===== config.mk =====
export PLATFORM = sky130hd
export DESIGN_NAME = network_wake_event_detector
export DESIGN_NICKNAME = d
export VERILOG_FILES = /design/src/logic/wake_pkg.sv /design/src/logic/wake_crc_filter.sv /design/src/logic/wake_event_detector.sv /design/src/logic/wake_pattern_scan.sv
export VERILOG_INCLUDE_DIRS = /design/src /design/src/logic
export SDC_FILE = /design/constraint.sdc
export NUM_CORES = 1
export LEC_CHECK = 0
export BUFFER_PORTS_ARGS = -buffer_cell sky130_fd_sc_hd__buf_2
export CORE_MARGIN = 4
export CORE_UTILIZATION = 50
export CTS_CLUSTER_DIAMETER = 80
export DETAILED_ROUTE_END_ITERATION = 8
export PLACE_DENSITY = 0.65
export RECOVER_POWER = 50
export SETUP_SLACK_MARGIN = 0.05
export SLEW_MARGIN = 15
export SYNTH_ARGS = -nofsm -noshare
export SYNTH_HDL_FRONTEND = slang
export SYNTH_SLANG_ARGS = --single-unit

===== constraint.sdc =====
create_clock -name clk -period 4.3 [get_ports clk]
set_clock_uncertainty 0.15 [all_clocks]
set_input_delay 0.215 -clock clk [delete_from_list [all_inputs] [get_ports clk]]
set_output_delay 0.215 -clock clk [all_outputs]
set_load 0.05 [all_outputs]

===== src/logic/wake_regs.svh =====
// Register offsets, field positions, reset values and counts of the wake block
`ifndef WAKE_REGS_SVH
`define WAKE_REGS_SVH
// ==========================================
// Register byte offsets
`define OFF_PM_CTRL      12'h000
`define OFF_INT_STATUS   12'h004
`define OFF_ROM_CTRL     12'h008
`define OFF_FLOW_CHAIN   12'h00C
`define OFF_ADDR_HIGH    12'h010
`define OFF_ADDR_LOW     12'h014
`define OFF_MASK0        12'h018
`define OFF_MASK1        12'h01C
`define OFF_MASK2        12'h020
`define OFF_MASK3        12'h024
`define OFF_FILT_OFS     12'h028
`define OFF_CRC01        12'h02C
`define OFF_CRC23        12'h030
// ==========================================
// Field positions
`define PM_STATE_MSB     1
`define PM_STATE_LSB     0
`define PM_EN_BIT        8
`define PM_STS_BIT       15
`define INT_WAKE_BIT     28
`define CHAIN_SEL_MSB    26
`define CHAIN_SEL_LSB    25
`define CHAIN_EN_BIT     4
`define FILT_FIELD_W     8
`define FILT_EN_POS      7
`define CRC_FIELD_W      16
// ==========================================
// Reset values and constants
`define RST_WORD         32'h0000_0000
`define RST_ADDR         48'h0000_0000_0000
`define CRC_INIT         16'hFFFF
`define CRC_POLY         16'h8005
`define SYNC_BYTE        8'hFF
`define SYNC_FULL        3'h6
`define ADDR_LAST        3'h5
`define REPS_LAST        5'h0F
`define POS_MAX          8'hFF
`endif

===== src/logic/wake_pkg.sv =====
// Types shared by the wake event logic
package wake_pkg;
	// Power state field, D0 first
	typedef enum logic [1:0] {PS_D0, PS_D1, PS_D2, PS_D3HOT} power_state_t;
	// One received byte with its framing and address-filter verdicts
	typedef struct packed {
		logic       valid;
		logic       sof;
		logic       eof;
		logic       da_match;
		logic       crc_ok;
		logic [7:0] data;
	} rx_beat_t;
endpackage : wake_pkg


===== src/logic/wake_crc_filter.sv =====
// One wake filter: CRC-16 over masked frame bytes
`timescale 1ns/1ps
`include "wake_regs.svh"
module wake_crc_filter #(
	parameter int MASK_BITS = 32
) (
	input  wire logic                  clk,
	input  wire logic                  rstn,
	input  wire wake_pkg::rx_beat_t    beat,
	input  wire logic [7:0]            pos,
	input  wire logic [6:0]            offset,
	input  wire logic [MASK_BITS-1:0]  mask,
	output logic [15:0]                crc_reg
);
	localparam int IW = $clog2(MASK_BITS);
	if (MASK_BITS < 2 || MASK_BITS > 128 || (1 << IW) != MASK_BITS)
		$error("MASK_BITS must be a power of two up to 128");

	// ==========================================
	// CRC step, bits taken least significant first as on the wire
	function automatic logic [15:0] crc16_byte(input logic [15:0] c, input logic [7:0] d);
		logic [15:0] r;
		logic        fb;
		r = c;
		for (int i = 0; i < 8; i++)
		begin
			fb = r[15] ^ d[i];
			r = {r[14:0], 1'b0};
			if (fb)
				r = r ^ `CRC_POLY;
		end
		return r;
	endfunction : crc16_byte

	logic [7:0] rel;
	logic       hit;
	// Byte offset+j joins the check when mask bit j is set
	assign rel = pos - {1'b0, offset};
	assign hit = beat.valid && (pos >= {1'b0, offset}) && (rel < 8'(MASK_BITS))
		&& mask[rel[IW-1:0]];

	// Restart at each frame so the remainder belongs to one frame only
	always_ff @(posedge clk or negedge rstn)
	begin
		if (!rstn)
			crc_reg <= `CRC_INIT;
		else if (beat.valid && beat.sof)
			crc_reg <= hit ? crc16_byte(`CRC_INIT, beat.data) : `CRC_INIT;
		else if (hit)
			crc_reg <= crc16_byte(crc_reg, beat.data);
	end
endmodule : wake_crc_filter


===== src/logic/wake_event_detector.sv =====
// Top of the wake event logic: APB registers, frame tracking, wake outputs
//
// Our own choices: the APB register port and the address map.
`timescale 1ns/1ps
`include "wake_regs.svh"
// Function
// - Mask bit j set puts frame byte offset+j into that filter's check.
// - Each filter's 7-bit offset sits in its own byte of the offset register.
// - A filter joins wake checking only while its enable bit is set.
// - CRC-16 of selected bytes equal to the reference value means a filter hit.
// - The filter CRC uses x^16 + x^15 + x^2 + 1.
// - Chain enable bit 4; while clear any single filter hit counts.
// - Chain select picks one of four AND/OR combinations of filter hits.
// - Frame wake also needs sleep, address match, good frame CRC, event enable.
// - Node wake address loads from the serial EEPROM without software.
// - Receive scanning keeps running in every sleep state.
// - Wake sources: wake pattern, wake frame, link state change.
// - Any wake event sets the PME status bit 15.
// - Any wake event drives the interrupt pin and power event pin low.
// - Any wake event outside bus reset asserts external start and network wake outputs.
// - Bus reset deasserts the network wake output.
// - Pattern is six 0xFF bytes then sixteen address copies, anywhere.
// - The pattern scanner is idle in D0.
// - While asleep, received frames are not stored in the receive FIFO.
// - Pattern wake needs address match, enable, sleep; frame CRC ignored.
module network_wake_event_detector (
	input  wire logic                clk,
	input  wire logic                rstn,
	input  wire logic                psel,
	input  wire logic                penable,
	input  wire logic                pwrite,
	input  wire logic [11:0]         paddr,
	input  wire logic [31:0]         pwdata,
	output logic [31:0]              prdata,
	output logic                     pready,
	output logic                     pslverr,
	input  wire wake_pkg::rx_beat_t  rx_beat,
	input  wire logic                link_up_pin,
	input  wire logic                bus_reset_n,
	input  wire logic                eeprom_addr_load,
	input  wire logic [47:0]         eeprom_addr,
	output logic                     inta_n,
	output logic                     power_event_pin_n,
	output logic                     external_start_n,
	output logic                     network_wake_out,
	output logic                     rx_store_en
);
	// ==========================================
	// Register state
	wake_pkg::power_state_t pm_state_reg;
	logic        pme_en_reg;
	logic        pme_sts_reg;
	logic        wake_int_reg;
	logic [1:0]  chain_sel_reg;
	logic        chain_en_reg;
	logic [47:0] node_addr_reg;
	logic [31:0] mask_reg [4];
	logic [31:0] filt_ofs_reg;
	logic [31:0] crc01_reg;
	logic [31:0] crc23_reg;

	logic        wr_en;
	logic        rd_hit;
	logic [31:0] rd_word;
	logic        asleep;

	assign wr_en  = psel && penable && pready && pwrite;
	assign asleep = pm_state_reg != wake_pkg::PS_D0;

	// ==========================================
	// Pin synchronisers
	logic link_meta;
	logic link_sync;
	logic link_prev;
	logic brst_meta;
	logic brst_sync;

	// Link status and bus reset come from pins, so two flops each
	always_ff @(posedge clk or negedge rstn)
	begin
		if (!rstn)
		begin
			link_meta <= 1'b0;
			link_sync <= 1'b0;
			link_prev <= 1'b0;
			brst_meta <= 1'b0;
			brst_sync <= 1'b0;
		end
		else
		begin
			link_meta <= link_up_pin;
			link_sync <= link_meta;
			link_prev <= link_sync;
			brst_meta <= bus_reset_n;
			brst_sync <= brst_meta;
		end
	end

	// ==========================================
	// APB slave: answers in the first access cycle
	always_comb
	begin
		rd_hit  = 1'b1;
		rd_word = `RST_WORD;
		unique case (paddr)
			`OFF_PM_CTRL:
			begin
				rd_word[`PM_STATE_MSB:`PM_STATE_LSB] = pm_state_reg;
				rd_word[`PM_EN_BIT]  = pme_en_reg;
				rd_word[`PM_STS_BIT] = pme_sts_reg;
			end
			`OFF_INT_STATUS: rd_word[`INT_WAKE_BIT] = wake_int_reg;
			`OFF_ROM_CTRL:   rd_word[`CHAIN_SEL_MSB:`CHAIN_SEL_LSB] = chain_sel_reg;
			`OFF_FLOW_CHAIN: rd_word[`CHAIN_EN_BIT] = chain_en_reg;
			`OFF_ADDR_HIGH:  rd_word[15:0] = node_addr_reg[47:32];
			`OFF_ADDR_LOW:   rd_word = node_addr_reg[31:0];
			`OFF_MASK0:      rd_word = mask_reg[0];
			`OFF_MASK1:      rd_word = mask_reg[1];
			`OFF_MASK2:      rd_word = mask_reg[2];
			`OFF_MASK3:      rd_word = mask_reg[3];
			`OFF_FILT_OFS:   rd_word = filt_ofs_reg;
			`OFF_CRC01:      rd_word = crc01_reg;
			`OFF_CRC23:      rd_word = crc23_reg;
			default:         rd_hit = 1'b0;
		endcase
	end

	// Ready in the access phase only; unmapped addresses answer with an error
	always_ff @(posedge clk or negedge rstn)
	begin
		if (!rstn)
		begin
			pready  <= 1'b0;
			pslverr <= 1'b0;
			prdata  <= `RST_WORD;
		end
		else
		begin
			pready  <= psel && !penable;
			pslverr <= psel && !penable && !rd_hit;
			prdata  <= (psel && !penable && !pwrite) ? rd_word : `RST_WORD;
		end
	end

	// ==========================================
	// Plain read/write configuration
	always_ff @(posedge clk or negedge rstn)
	begin
		if (!rstn)
		begin
			pm_state_reg  <= wake_pkg::PS_D0;
			pme_en_reg    <= 1'b0;
			chain_sel_reg <= 2'h0;
			chain_en_reg  <= 1'b0;
			filt_ofs_reg  <= `RST_WORD;
			crc01_reg     <= `RST_WORD;
			crc23_reg     <= `RST_WORD;
			for (int i = 0; i < 4; i++)
				mask_reg[i] <= `RST_WORD;
		end
		else if (wr_en)
		begin
			unique case (paddr)
				`OFF_PM_CTRL:
				begin
					pm_state_reg <= wake_pkg::power_state_t'(
						pwdata[`PM_STATE_MSB:`PM_STATE_LSB]);
					pme_en_reg   <= pwdata[`PM_EN_BIT];
				end
				`OFF_ROM_CTRL:   chain_sel_reg <= pwdata[`CHAIN_SEL_MSB:`CHAIN_SEL_LSB];
				`OFF_FLOW_CHAIN: chain_en_reg  <= pwdata[`CHAIN_EN_BIT];
				`OFF_MASK0:      mask_reg[0]   <= pwdata;
				`OFF_MASK1:      mask_reg[1]   <= pwdata;
				`OFF_MASK2:      mask_reg[2]   <= pwdata;
				`OFF_MASK3:      mask_reg[3]   <= pwdata;
				`OFF_FILT_OFS:   filt_ofs_reg  <= pwdata;
				`OFF_CRC01:      crc01_reg     <= pwdata;
				`OFF_CRC23:      crc23_reg     <= pwdata;
				default:         ;
			endcase
		end
	end

	// Node address: the EEPROM loader fills it at power-up, software may override
	always_ff @(posedge clk or negedge rstn)
	begin
		if (!rstn)
			node_addr_reg <= `RST_ADDR;
		else if (eeprom_addr_load)
			node_addr_reg <= eeprom_addr;
		else if (wr_en && paddr == `OFF_ADDR_HIGH)
			node_addr_reg[47:32] <= pwdata[15:0];
		else if (wr_en && paddr == `OFF_ADDR_LOW)
			node_addr_reg[31:0] <= pwdata;
	end

	// ==========================================
	// Frame position and end-of-frame verdicts
	logic [7:0] pos_cnt;
	logic [7:0] pos;
	logic       frame_end_reg;
	logic       da_reg;
	logic       crc_ok_reg;

	// Position zero is the first destination address byte
	assign pos = rx_beat.sof ? 8'h00 : pos_cnt;

	// Verdicts are judged one cycle after the last byte, once the CRCs settle
	always_ff @(posedge clk or negedge rstn)
	begin
		if (!rstn)
		begin
			pos_cnt       <= 8'h00;
			frame_end_reg <= 1'b0;
			da_reg        <= 1'b0;
			crc_ok_reg    <= 1'b0;
		end
		else
		begin
			frame_end_reg <= rx_beat.valid && rx_beat.eof;
			if (rx_beat.valid)
				pos_cnt <= (pos == `POS_MAX) ? pos : pos + 8'h01;
			if (rx_beat.valid && rx_beat.eof)
			begin
				da_reg     <= rx_beat.da_match;
				crc_ok_reg <= rx_beat.crc_ok;
			end
		end
	end

	// ==========================================
	// Four wake filters and the pattern scanner
	logic [15:0] filt_crc [4];
	logic [3:0]  filt_hit;
	logic        pattern_seen;

	for (genvar g = 0; g < 4; g++)
	begin : gen_filter
		wake_crc_filter #(
			.MASK_BITS (32)
		) u_filter (
			.clk     (clk),
			.rstn    (rstn),
			.beat    (rx_beat),
			.pos     (pos),
			.offset  (filt_ofs_reg[g*`FILT_FIELD_W +: 7]),
			.mask    (mask_reg[g]),
			.crc_reg (filt_crc[g])
		);
		// Disabled filters never hit
		assign filt_hit[g] = filt_ofs_reg[g*`FILT_FIELD_W + `FILT_EN_POS]
			&& filt_crc[g] == (g < 2 ? crc01_reg[(g % 2)*`CRC_FIELD_W +: 16]
			: crc23_reg[(g % 2)*`CRC_FIELD_W +: 16]);
	end

	// Scanner runs only while asleep; receive logic stays alive in every sleep state
	wake_pattern_scan u_scan (
		.clk       (clk),
		.rstn      (rstn),
		.beat      (rx_beat),
		.enable    (asleep),
		.node_addr (node_addr_reg),
		.seen_reg  (pattern_seen)
	);

	// Combine filter hits, chained or independent
	function automatic logic chain_cond(input logic [3:0] h, input logic en,
		input logic [1:0] sel);
		if (!en)
			return |h;
		unique case (sel)
			2'h0: return (h[0] & h[1]) | (h[2] & h[3]);
			2'h1: return (h[0] & h[1]) | h[2] | h[3];
			2'h2: return (h[0] & h[1] & h[2]) | h[3];
			2'h3: return &h;
		endcase
	endfunction : chain_cond

	// ==========================================
	// Wake sources
	logic frame_ok;
	logic frame_wake;
	logic pattern_wake;
	logic link_wake;
	logic wake_event;

	assign frame_ok     = frame_end_reg && asleep && pme_en_reg && da_reg;
	assign frame_wake   = frame_ok && crc_ok_reg
		&& chain_cond(filt_hit, chain_en_reg, chain_sel_reg);
	assign pattern_wake = frame_ok && pattern_seen;
	assign link_wake    = asleep && pme_en_reg && (link_sync != link_prev);
	assign wake_event   = frame_wake || pattern_wake || link_wake;

	// Sticky status: a wake in the clearing cycle wins over the clear
	always_ff @(posedge clk or negedge rstn)
	begin
		if (!rstn)
		begin
			pme_sts_reg  <= 1'b0;
			wake_int_reg <= 1'b0;
		end
		else
		begin
			if (wake_event)
				pme_sts_reg <= 1'b1;
			else if (wr_en && paddr == `OFF_PM_CTRL && pwdata[`PM_STS_BIT])
				pme_sts_reg <= 1'b0;
			if (wake_event)
				wake_int_reg <= 1'b1;
			else if (wr_en && paddr == `OFF_INT_STATUS && pwdata[`INT_WAKE_BIT])
				wake_int_reg <= 1'b0;
		end
	end

	// ==========================================
	// Output pins, all from flops
	always_ff @(posedge clk or negedge rstn)
	begin
		if (!rstn)
		begin
			inta_n            <= 1'b1;
			power_event_pin_n <= 1'b1;
			rx_store_en       <= 1'b1;
		end
		else
		begin
			inta_n            <= !wake_int_reg;
			power_event_pin_n <= !(pme_sts_reg && pme_en_reg);
			rx_store_en       <= !asleep;
		end
	end

	// Wake outputs latch until the bus reset, which also wins over a wake in the same cycle
	always_ff @(posedge clk or negedge rstn)
	begin
		if (!rstn)
		begin
			network_wake_out <= 1'b0;
			external_start_n <= 1'b1;
		end
		else if (!brst_sync)
		begin
			network_wake_out <= 1'b0;
			external_start_n <= 1'b1;
		end
		else if (wake_event)
		begin
			network_wake_out <= 1'b1;
			external_start_n <= 1'b0;
		end
	end
endmodule : network_wake_event_detector


===== src/logic/wake_pattern_scan.sv =====
// Remote wake pattern scanner: sync run then repeated node address
`timescale 1ns/1ps
`include "wake_regs.svh"
module wake_pattern_scan (
	input  wire logic                clk,
	input  wire logic                rstn,
	input  wire wake_pkg::rx_beat_t  beat,
	input  wire logic                enable,
	input  wire logic [47:0]         node_addr,
	output logic                     seen_reg
);
	logic [2:0] sync_cnt;
	logic [2:0] byte_idx;
	logic [4:0] rep_cnt;
	logic       in_run;
	logic       take;
	logic [7:0] expect_byte;

	assign in_run      = (byte_idx != 3'h0) || (rep_cnt != 5'h00);
	assign expect_byte = node_addr[{byte_idx, 3'h0} +: 8];
	// Pattern may start anywhere; a broken address run aborts the match
	assign take = (in_run || sync_cnt == `SYNC_FULL) && beat.data == expect_byte;

	// ==========================================
	// Scan only while enabled; frame start clears the verdict
	always_ff @(posedge clk or negedge rstn)
	begin
		if (!rstn)
		begin
			sync_cnt <= 3'h0;
			byte_idx <= 3'h0;
			rep_cnt  <= 5'h00;
			seen_reg <= 1'b0;
		end
		else if (!enable || (beat.valid && beat.sof))
		begin
			sync_cnt <= (enable && beat.data == `SYNC_BYTE) ? 3'h1 : 3'h0;
			byte_idx <= 3'h0;
			rep_cnt  <= 5'h00;
			seen_reg <= 1'b0;
		end
		else if (beat.valid)
		begin
			if (take)
			begin
				sync_cnt <= 3'h0;
				byte_idx <= (byte_idx == `ADDR_LAST) ? 3'h0 : byte_idx + 3'h1;
				if (byte_idx == `ADDR_LAST)
					rep_cnt <= (rep_cnt == `REPS_LAST) ? 5'h00 : rep_cnt + 5'h01;
				if (byte_idx == `ADDR_LAST && rep_cnt == `REPS_LAST)
					seen_reg <= 1'b1;
			end
			else
			begin
				// Extra sync bytes keep the count saturated
				sync_cnt <= (beat.data != `SYNC_BYTE) ? 3'h0 :
					(sync_cnt == `SYNC_FULL) ? sync_cnt : sync_cnt + 3'h1;
				byte_idx <= 3'h0;
				rep_cnt  <= 5'h00;
			end
		end
	end
endmodule : wake_pattern_scan


==> results of run 1 <==
==> synth_stat cells, types with 5 or more instances <==
master     count  area [um2]
mux4_1        12         315
a21oi_1       60         300
xor2_1        66         578
buf_1         11        41.3
a2bb2oi_1      8        70.1
and2_1        11        68.8
buf_6          7        78.8
nor3b_1        9        67.6
nor2_1        56         210
and3_1         6        37.5
o31a_1         8        70.1
dfstp_2       68        1790
ha_1          40         500
a221oi_1      34         298
nor4_1        18         113
nand3_1       32         160
mux4_2        22         495
a22oi_1       51         383
nor3_1        44         220
o21ai_1       11        55.1
nor2b_1       16         100
a22oi_2        6        75.1
nand4_1       10        62.6
o21ai_0      110         551
or3_1          8        50.1
xnor2_1      118        1030
dfrtp_1      343        8580
o211ai_1      12        90.1
nand2_1      161         604
mux2i_1       85         851
a31oi_1       32         200
clkbuf_1      90         338
o21a_1        13        97.6
nand2b_1      30         188
o21bai_1      10        75.1
mux2_2       213        2400
inv_1         46         173
a22o_1        34         298
a21o_1         5        37.5
buf_2         22         110
o41a_1         7        78.8
a222oi_1      14         140
==> area by class of cell <==
cell class                      count  area, um2  area share, %
Multi-Input combinational cell   1446      11700           43.1
Clock inverter                     26        319           1.17
Tap cell                          592        741           2.72
Sequential cell                   411      10400           38.1
Inverter                           46        173          0.634
Clock buffer                       59       1270           4.66
Timing Repair Buffer              346       2630           9.65
==> logic make-up after synthesis <==
family	synth area share [%]
AO/OA/AOI/OAI	14.1
AND/OR/NAND/NOR	9.20
flip-flops	45.5
multiplexers	17.8
XOR/XNOR	7.48
buffers and inverters	3.35
adder cells (fa/ha/maj)	2.55
==> power breakdown <==
group	total, mW	internal [mW]	switching [mW]	leakage [nW]
clock network	4.17	2.46	1.71	0.774
logic	0.920	0.387	0.533	5.51
registers	4.02	3.92	0.0963	5.26
==> worst min-delay path: cells and delay by family <==
family                 cells  cell delay (ps)
and+or+nand+nor            1              150
buffers and inverters      1              320
AOI/OAI and AO/OA          1               70
==> per-stage QoR <==
step / std cells / utilization [%] / hold WS [ps] / setup slack [ps]
CTS: 2926 / 61.2 / 46.3 / 461
global placement: 2693 / 54.3 / 174 / 499
detailed placement: 2693 / 54.3 / 176 / 409
finish: 2926 / 61.0 / 70.3 / 409
global route: 2926 / 61.0 / 103 / 253
floorplan: 2037 / - / -231 / 664
==> metal layers <==
layer	GRT usage (%)	up-vias
met3	5.75	230
met1	45.8	9353
li1	-	8033
met5	0	-
met4	14.4	2
met2	51.5	1075
==> cell usage in the layout, fill, tap and decap left out, drive strengths merged, types with 11 or more instances in the layout <==
master         n
clkinv        12
dlygate4sd3  148
clkbuf       100
a221oi        34
o211ai        12
o21ai        121
o21a          13
dfrtp        343
a22o          34
nand3         32
mux4          34
a31oi         32
nor2          56
nor4          19
mux2i         85
dfstp         68
buf          157
ha            40
nand2        161
inv           49
xor2          66
a22oi         57
xnor2        123
and2          11
mux2         213
a21oi         61
nor3b         11
nor3          45
a222oi        14
nand2b        30
nor2b         16
==> how the worst max path moves through the flow <==
stage           startpoint                                  to  depth (start not counted)
3_5_place_dp   rx_beat[11]  gen_filter[2].u_filter.crc_reg[15]                         12
2_1_floorplan  rx_beat[11]  gen_filter[1].u_filter.crc_reg[12]                         13
3_3_place_gp   rx_beat[11]   gen_filter[3].u_filter.crc_reg[0]                         10
5_1_grt        rx_beat[11]  gen_filter[2].u_filter.crc_reg[15]                         13
4_1_cts        rx_beat[11]  gen_filter[2].u_filter.crc_reg[15]                         13
6_report       rx_beat[11]  gen_filter[2].u_filter.crc_reg[15]                         13
==> impl_metrics.json, run 1 <==
{
  "post_cts.repair.setup_buffers": 0,
  "grt_overflow": 0,
  "drt_pre_antenna_iters": 6,
  "drtIter0Drc": 2022,
  "dieArea_mm2": 0.0490,
  "highest_layer": "met5",
  "wl_met1_mm": 34.1,
  "finalWirelength_mm": 83.1,
  "wl_per_cell_um": 28.4,
  "synth_fp_nets": 2194,
  "fmax_ghz": 0.257,
  "ios": 152,
  "hold_viol_final": 0,
  "regToRegSetupSlack_ps": 470,
  "antenna_found_initial": 4,
  "holdBufCountCts": 148,
  "max_stage_delay_ps": 790,
  "synthesis.area_mm2": 0.0228,
  "fillers": 3576,
  "cts_resized": 0,
  "final_nets": 2454,
  "slew_headroom_pct": -117,
  "cts_tree": "done",
  "crit_buf_inv": 3,
  "synth_seq_area_share_pct": 45.5,
  "core_mm2": 0.0446,
  "min_from": "eeprom_addr_load",
  "synth_cell_types": 81,
  "start_util_pct": 51.1,
  "drcViolationCount": 0,
  "status": "complete, but fails checks",
  "period_share_pct": 90.5,
  "grt_pass1_vias": 18565,
  "numCtsBuffers": 46,
  "slew_violations": 111,
  "critical_path.top_delay_family": "adder cells",
  "tightest_slew_ps": 3260,
  "crit_type": "primary input to flop",
  "yosys_register_bits": 411,
  "grt_max_degree": 115,
  "htree_num_levels": 2,
  "track_usage_pct": 33.0,
  "worst_skew_pair.late_latency_ps": 590,
  "violations": "max-capacitance violations, max-slew violations",
  "r2r-end": "gen_filter[2].u_filter.crc_reg[15]",
  "hold_path_end": "node_addr_reg[47]",
  "p_per_area_mw_per_mm2": 335,
  "critPathLaunchType": "primary input",
  "clk_pin_slew_worst_paths_ps": 60,
  "cts_sinks": 411,
  "r2r_start": "pos_cnt[0]",
  "met3WireLength_mm": 7.43,
  "drive_gt1_share_pct": 25.0,
  "p_leak_nw": 11.5,
  "die_h_um": 221,
  "num_antenna_cells": 0,
  "arrival_ps": 4220,
  "finalSetupViolations": 0,
  "syn-instance-count": 2037,
  "cpMaxStageDelayCell": "fa_1",
  "hold_class": "primary input to flop",
  "reg2regPathDepth": 11,
  "ir_worst_vdd_mv": 0.296,
  "area_growth_pct": 19.5,
  "final_area_mm2": 0.0272,
  "synth-edff-count": 0,
  "syn_avg_cell_area_um2": 11.2,
  "clk_path_buf_depth": 3,
  "power.total_mw": 9.11,
  "cp-end-kind": "flop",
  "vias": 18693,
  "portBuffers": 151,
  "path_max_fanout": 28,
  "fin_crit_ps": 3890,
  "dpl-instance-area_mm2": 0.0242,
  "async_flop_share_pct": 100,
  "vias_per_cell": 6.39,
  "synth_flop_cell": "dfrtp_1",
  "cts_root_buf": "clkbuf_16",
  "grt_pass1_wl_mm": 123,
  "setup_tns_ps": 0,
  "holdPathStages": 3,
  "largest_reg_flops": 128,
  "yosysWarnings": 0,
  "rsz0062_at_grt": "false",
  "crit_chain": "dlygate4sd3_1 > buf_2 > nand2b_1 > ha_1 > fa_1 > mux4_2 > and2b_1 > a2111oi_0 > or3b_4 > a2111oi_4 > buf_12 > mux2i_1 > a22oi_2",
  "dp_hpwl_mm": 59.7,
  "wl_met2_mm": 37.2,
  "maxCapViolations": 1,
  "gp_congestion": 0.964,
  "num_rows": 77,
  "antenna_left": 0,
  "die_x_um": 221,
  "required_ps": 4630
}
Power figures use the tool's default switching activity.
==> run 2: changes to the inputs <==
- CORE_MARGIN: 4 -> not set
==> run 2 against run 1 <==
The run still ends with max-capacitance violations, max-slew violations left. Setup slack better by 23 ps. Cell area down 0.20%. Combinational power about the same. Non-clock buffer count up 5. Via count up 0.19%. Die area down 5.3%. Flip-flop and latch count unchanged.
==> impl_metrics.json, run 2 (synthesis results as in run 1) <==
{
  "path_max_fanout": 28,
  "dp_hpwl_mm": 59.0,
  "p_leak_nw": 11.5,
  "finalWirelength_mm": 81.8,
  "die_x_um": 215,
  "vias_per_cell": 6.39,
  "post-route-util_pct": 60.9,
  "maxCapViolations": 1,
  "highest_layer": "met5",
  "htree_num_levels": 2,
  "cts_sinks": 411,
  "cts_tree": "done",
  "fmax_ghz": 0.259,
  "core_mm2": 0.0446,
  "hold_viol_final": 0,
  "drt_pre_antenna_iters": 6,
  "startpoint": "rx_beat[11]",
  "cpMaxStageDelayCell": "fa_1",
  "max_stage_delay_ps": 800,
  "cts_resized": 0,
  "drcViolationCount": 0,
  "slew_headroom_pct": -96.4,
  "clk_pin_slew_worst_paths_ps": 60,
  "cp-end-kind": "flop",
  "final_cells": 2932,
  "numCtsBuffers": 46,
  "dp.cells": 2696,
  "antenna_found_initial": 2,
  "gp_congestion": 0.981,
  "wl_met1_mm": 33.1,
  "ir_worst_vdd_mv": 0.283,
  "fillers": 3617,
  "drtIter0Drc": 2098,
  "dieArea_mm2": 0.0464,
  "die_h_um": 215,
  "status": "complete, but fails checks",
  "setup_tns_ps": 0,
  "grt_overflow": 0,
  "start_util_pct": 51.1,
  "area_growth_pct": 19.3,
  "met3WireLength_mm": 7.76,
  "track_usage_pct": 35.5,
  "arrival_ps": 4220,
  "grt_pass1_wl_mm": 121,
  "grt_pass1_vias": 18352,
  "ios": 152,
  "hold_class": "primary input to flop",
  "period_share_pct": 90.0,
  "layout_common_cells": "dfrtp_1 (343), mux2_2 (213), nand2_1 (160)",
  "power.total_mw": 8.93,
  "required_ps": 4650,
  "r2r_start": "pos_cnt[0]",
  "num_rows": 77,
  "worst_skew_pair.late_latency_ps": 600,
  "post_cts.repair.setup_buffers": 0,
  "final_nets": 2459,
  "portBuffers": 151,
  "wl_met2_mm": 35.9,
  "critPathLaunchType": "primary input",
  "grt_max_degree": 108,
  "largest_reg_flops": 128,
  "finalSetupViolations": 0,
  "clk_path_buf_depth": 3,
  "crit_chain": "dlygate4sd3_1 > buf_2 > nand2b_1 > ha_1 > fa_1 > mux4_2 > and2b_1 > a2111oi_0 > or3b_4 > a2111oi_4 > buf_12 > mux2i_1 > a22oi_2",
  "slew_violations": 106,
  "wl_per_cell_um": 27.9,
  "violations": "max-capacitance violations, max-slew violations",
  "fin_crit_ps": 3870,
  "vias": 18728,
  "tightest_slew_ps": 2950,
  "drive_gt1_share_pct": 24.7,
  "min_from": "pwdata[8]",
  "crit_type": "primary input to flop",
  "p_per_area_mw_per_mm2": 329,
  "rsz0062_at_grt": "false",
  "final_common_cell": "dfrtp_1",
  "antenna_left": 0,
  "cts_root_buf": "clkbuf_16"
}
-- run 2: layout make-up --
class,count,area [um2],share of cell area [%]
timing repair buffer,351,2660,9.77
multi-input combinational,1446,11700,43.1
sequential,411,10400,38.2
clock inverter,17,188,0.691
tap,592,741,2.73
inverter,46,173,0.635
antenna,1,2.50,0.00921
clock buffer,68,1320,4.87
-- run 2: per-stage QoR --
| step | worst slack, ps | area (um2) | hold WS (ps) |
|---|---|---|---|
| finish | 432 | 27200 | 63.6 |
| global route | 152 | 27200 | 20.5 |
| CTS | 468 | 27200 | 3.11 |
| detailed placement | 410 | 24200 | 174 |
| global placement | 545 | 24200 | 174 |
| floorplan | 664 | 22800 | -231 |
-- run 2: timing repair --
| item | in CTS | in global routing |
|---|---|---|
| setup endpoints to repair | 0 | 0 |
| endpoints found under the hold margin | 300 | 0 |
| hold buffers | 149 | 0 |
-- run 2: power by group --
| part | switching [mW] | total (mW) | internal, mW |
|---|---|---|---|
| clock | 1.67 | 3.99 | 2.32 |
| combinational | 0.535 | 0.921 | 0.387 |
| sequential | 0.0965 | 4.02 | 3.92 |
| total | 2.30 | 8.93 | 6.63 |
-- run 2: worst paths after layout --
kind	endpoint	slack, ps	cells after the start
worst max-delay path	gen_filter[2].u_filter.crc_reg[1]	430	13
worst min-delay path	mask_reg[8]	60	2
worst max register to register	gen_filter[2].u_filter.crc_reg[1]	470	11
worst min register to register	link_sync	200	0
max in group asynchronous	node_addr_reg[36]	720	3
min in group asynchronous	brst_meta	990	2
-- run 2: per-layer routing --
metal,up-vias,global-route usage [%]
li1,8031,-
met1,9356,48.3
met2,1108,54.0
met3,229,6.92
met4,4,18.5
met5,-,0
-- run 2: critical path, delay by kind of cell --
kind | cells | cell delay (ps)
AND/OR/NAND/NOR | 3 | 860
multiplexers | 2 | 520
adder cells (fa/ha/maj) | 2 | 1090
AO/OA/AOI/OAI | 3 | 540
buffers and inverters | 3 | 960
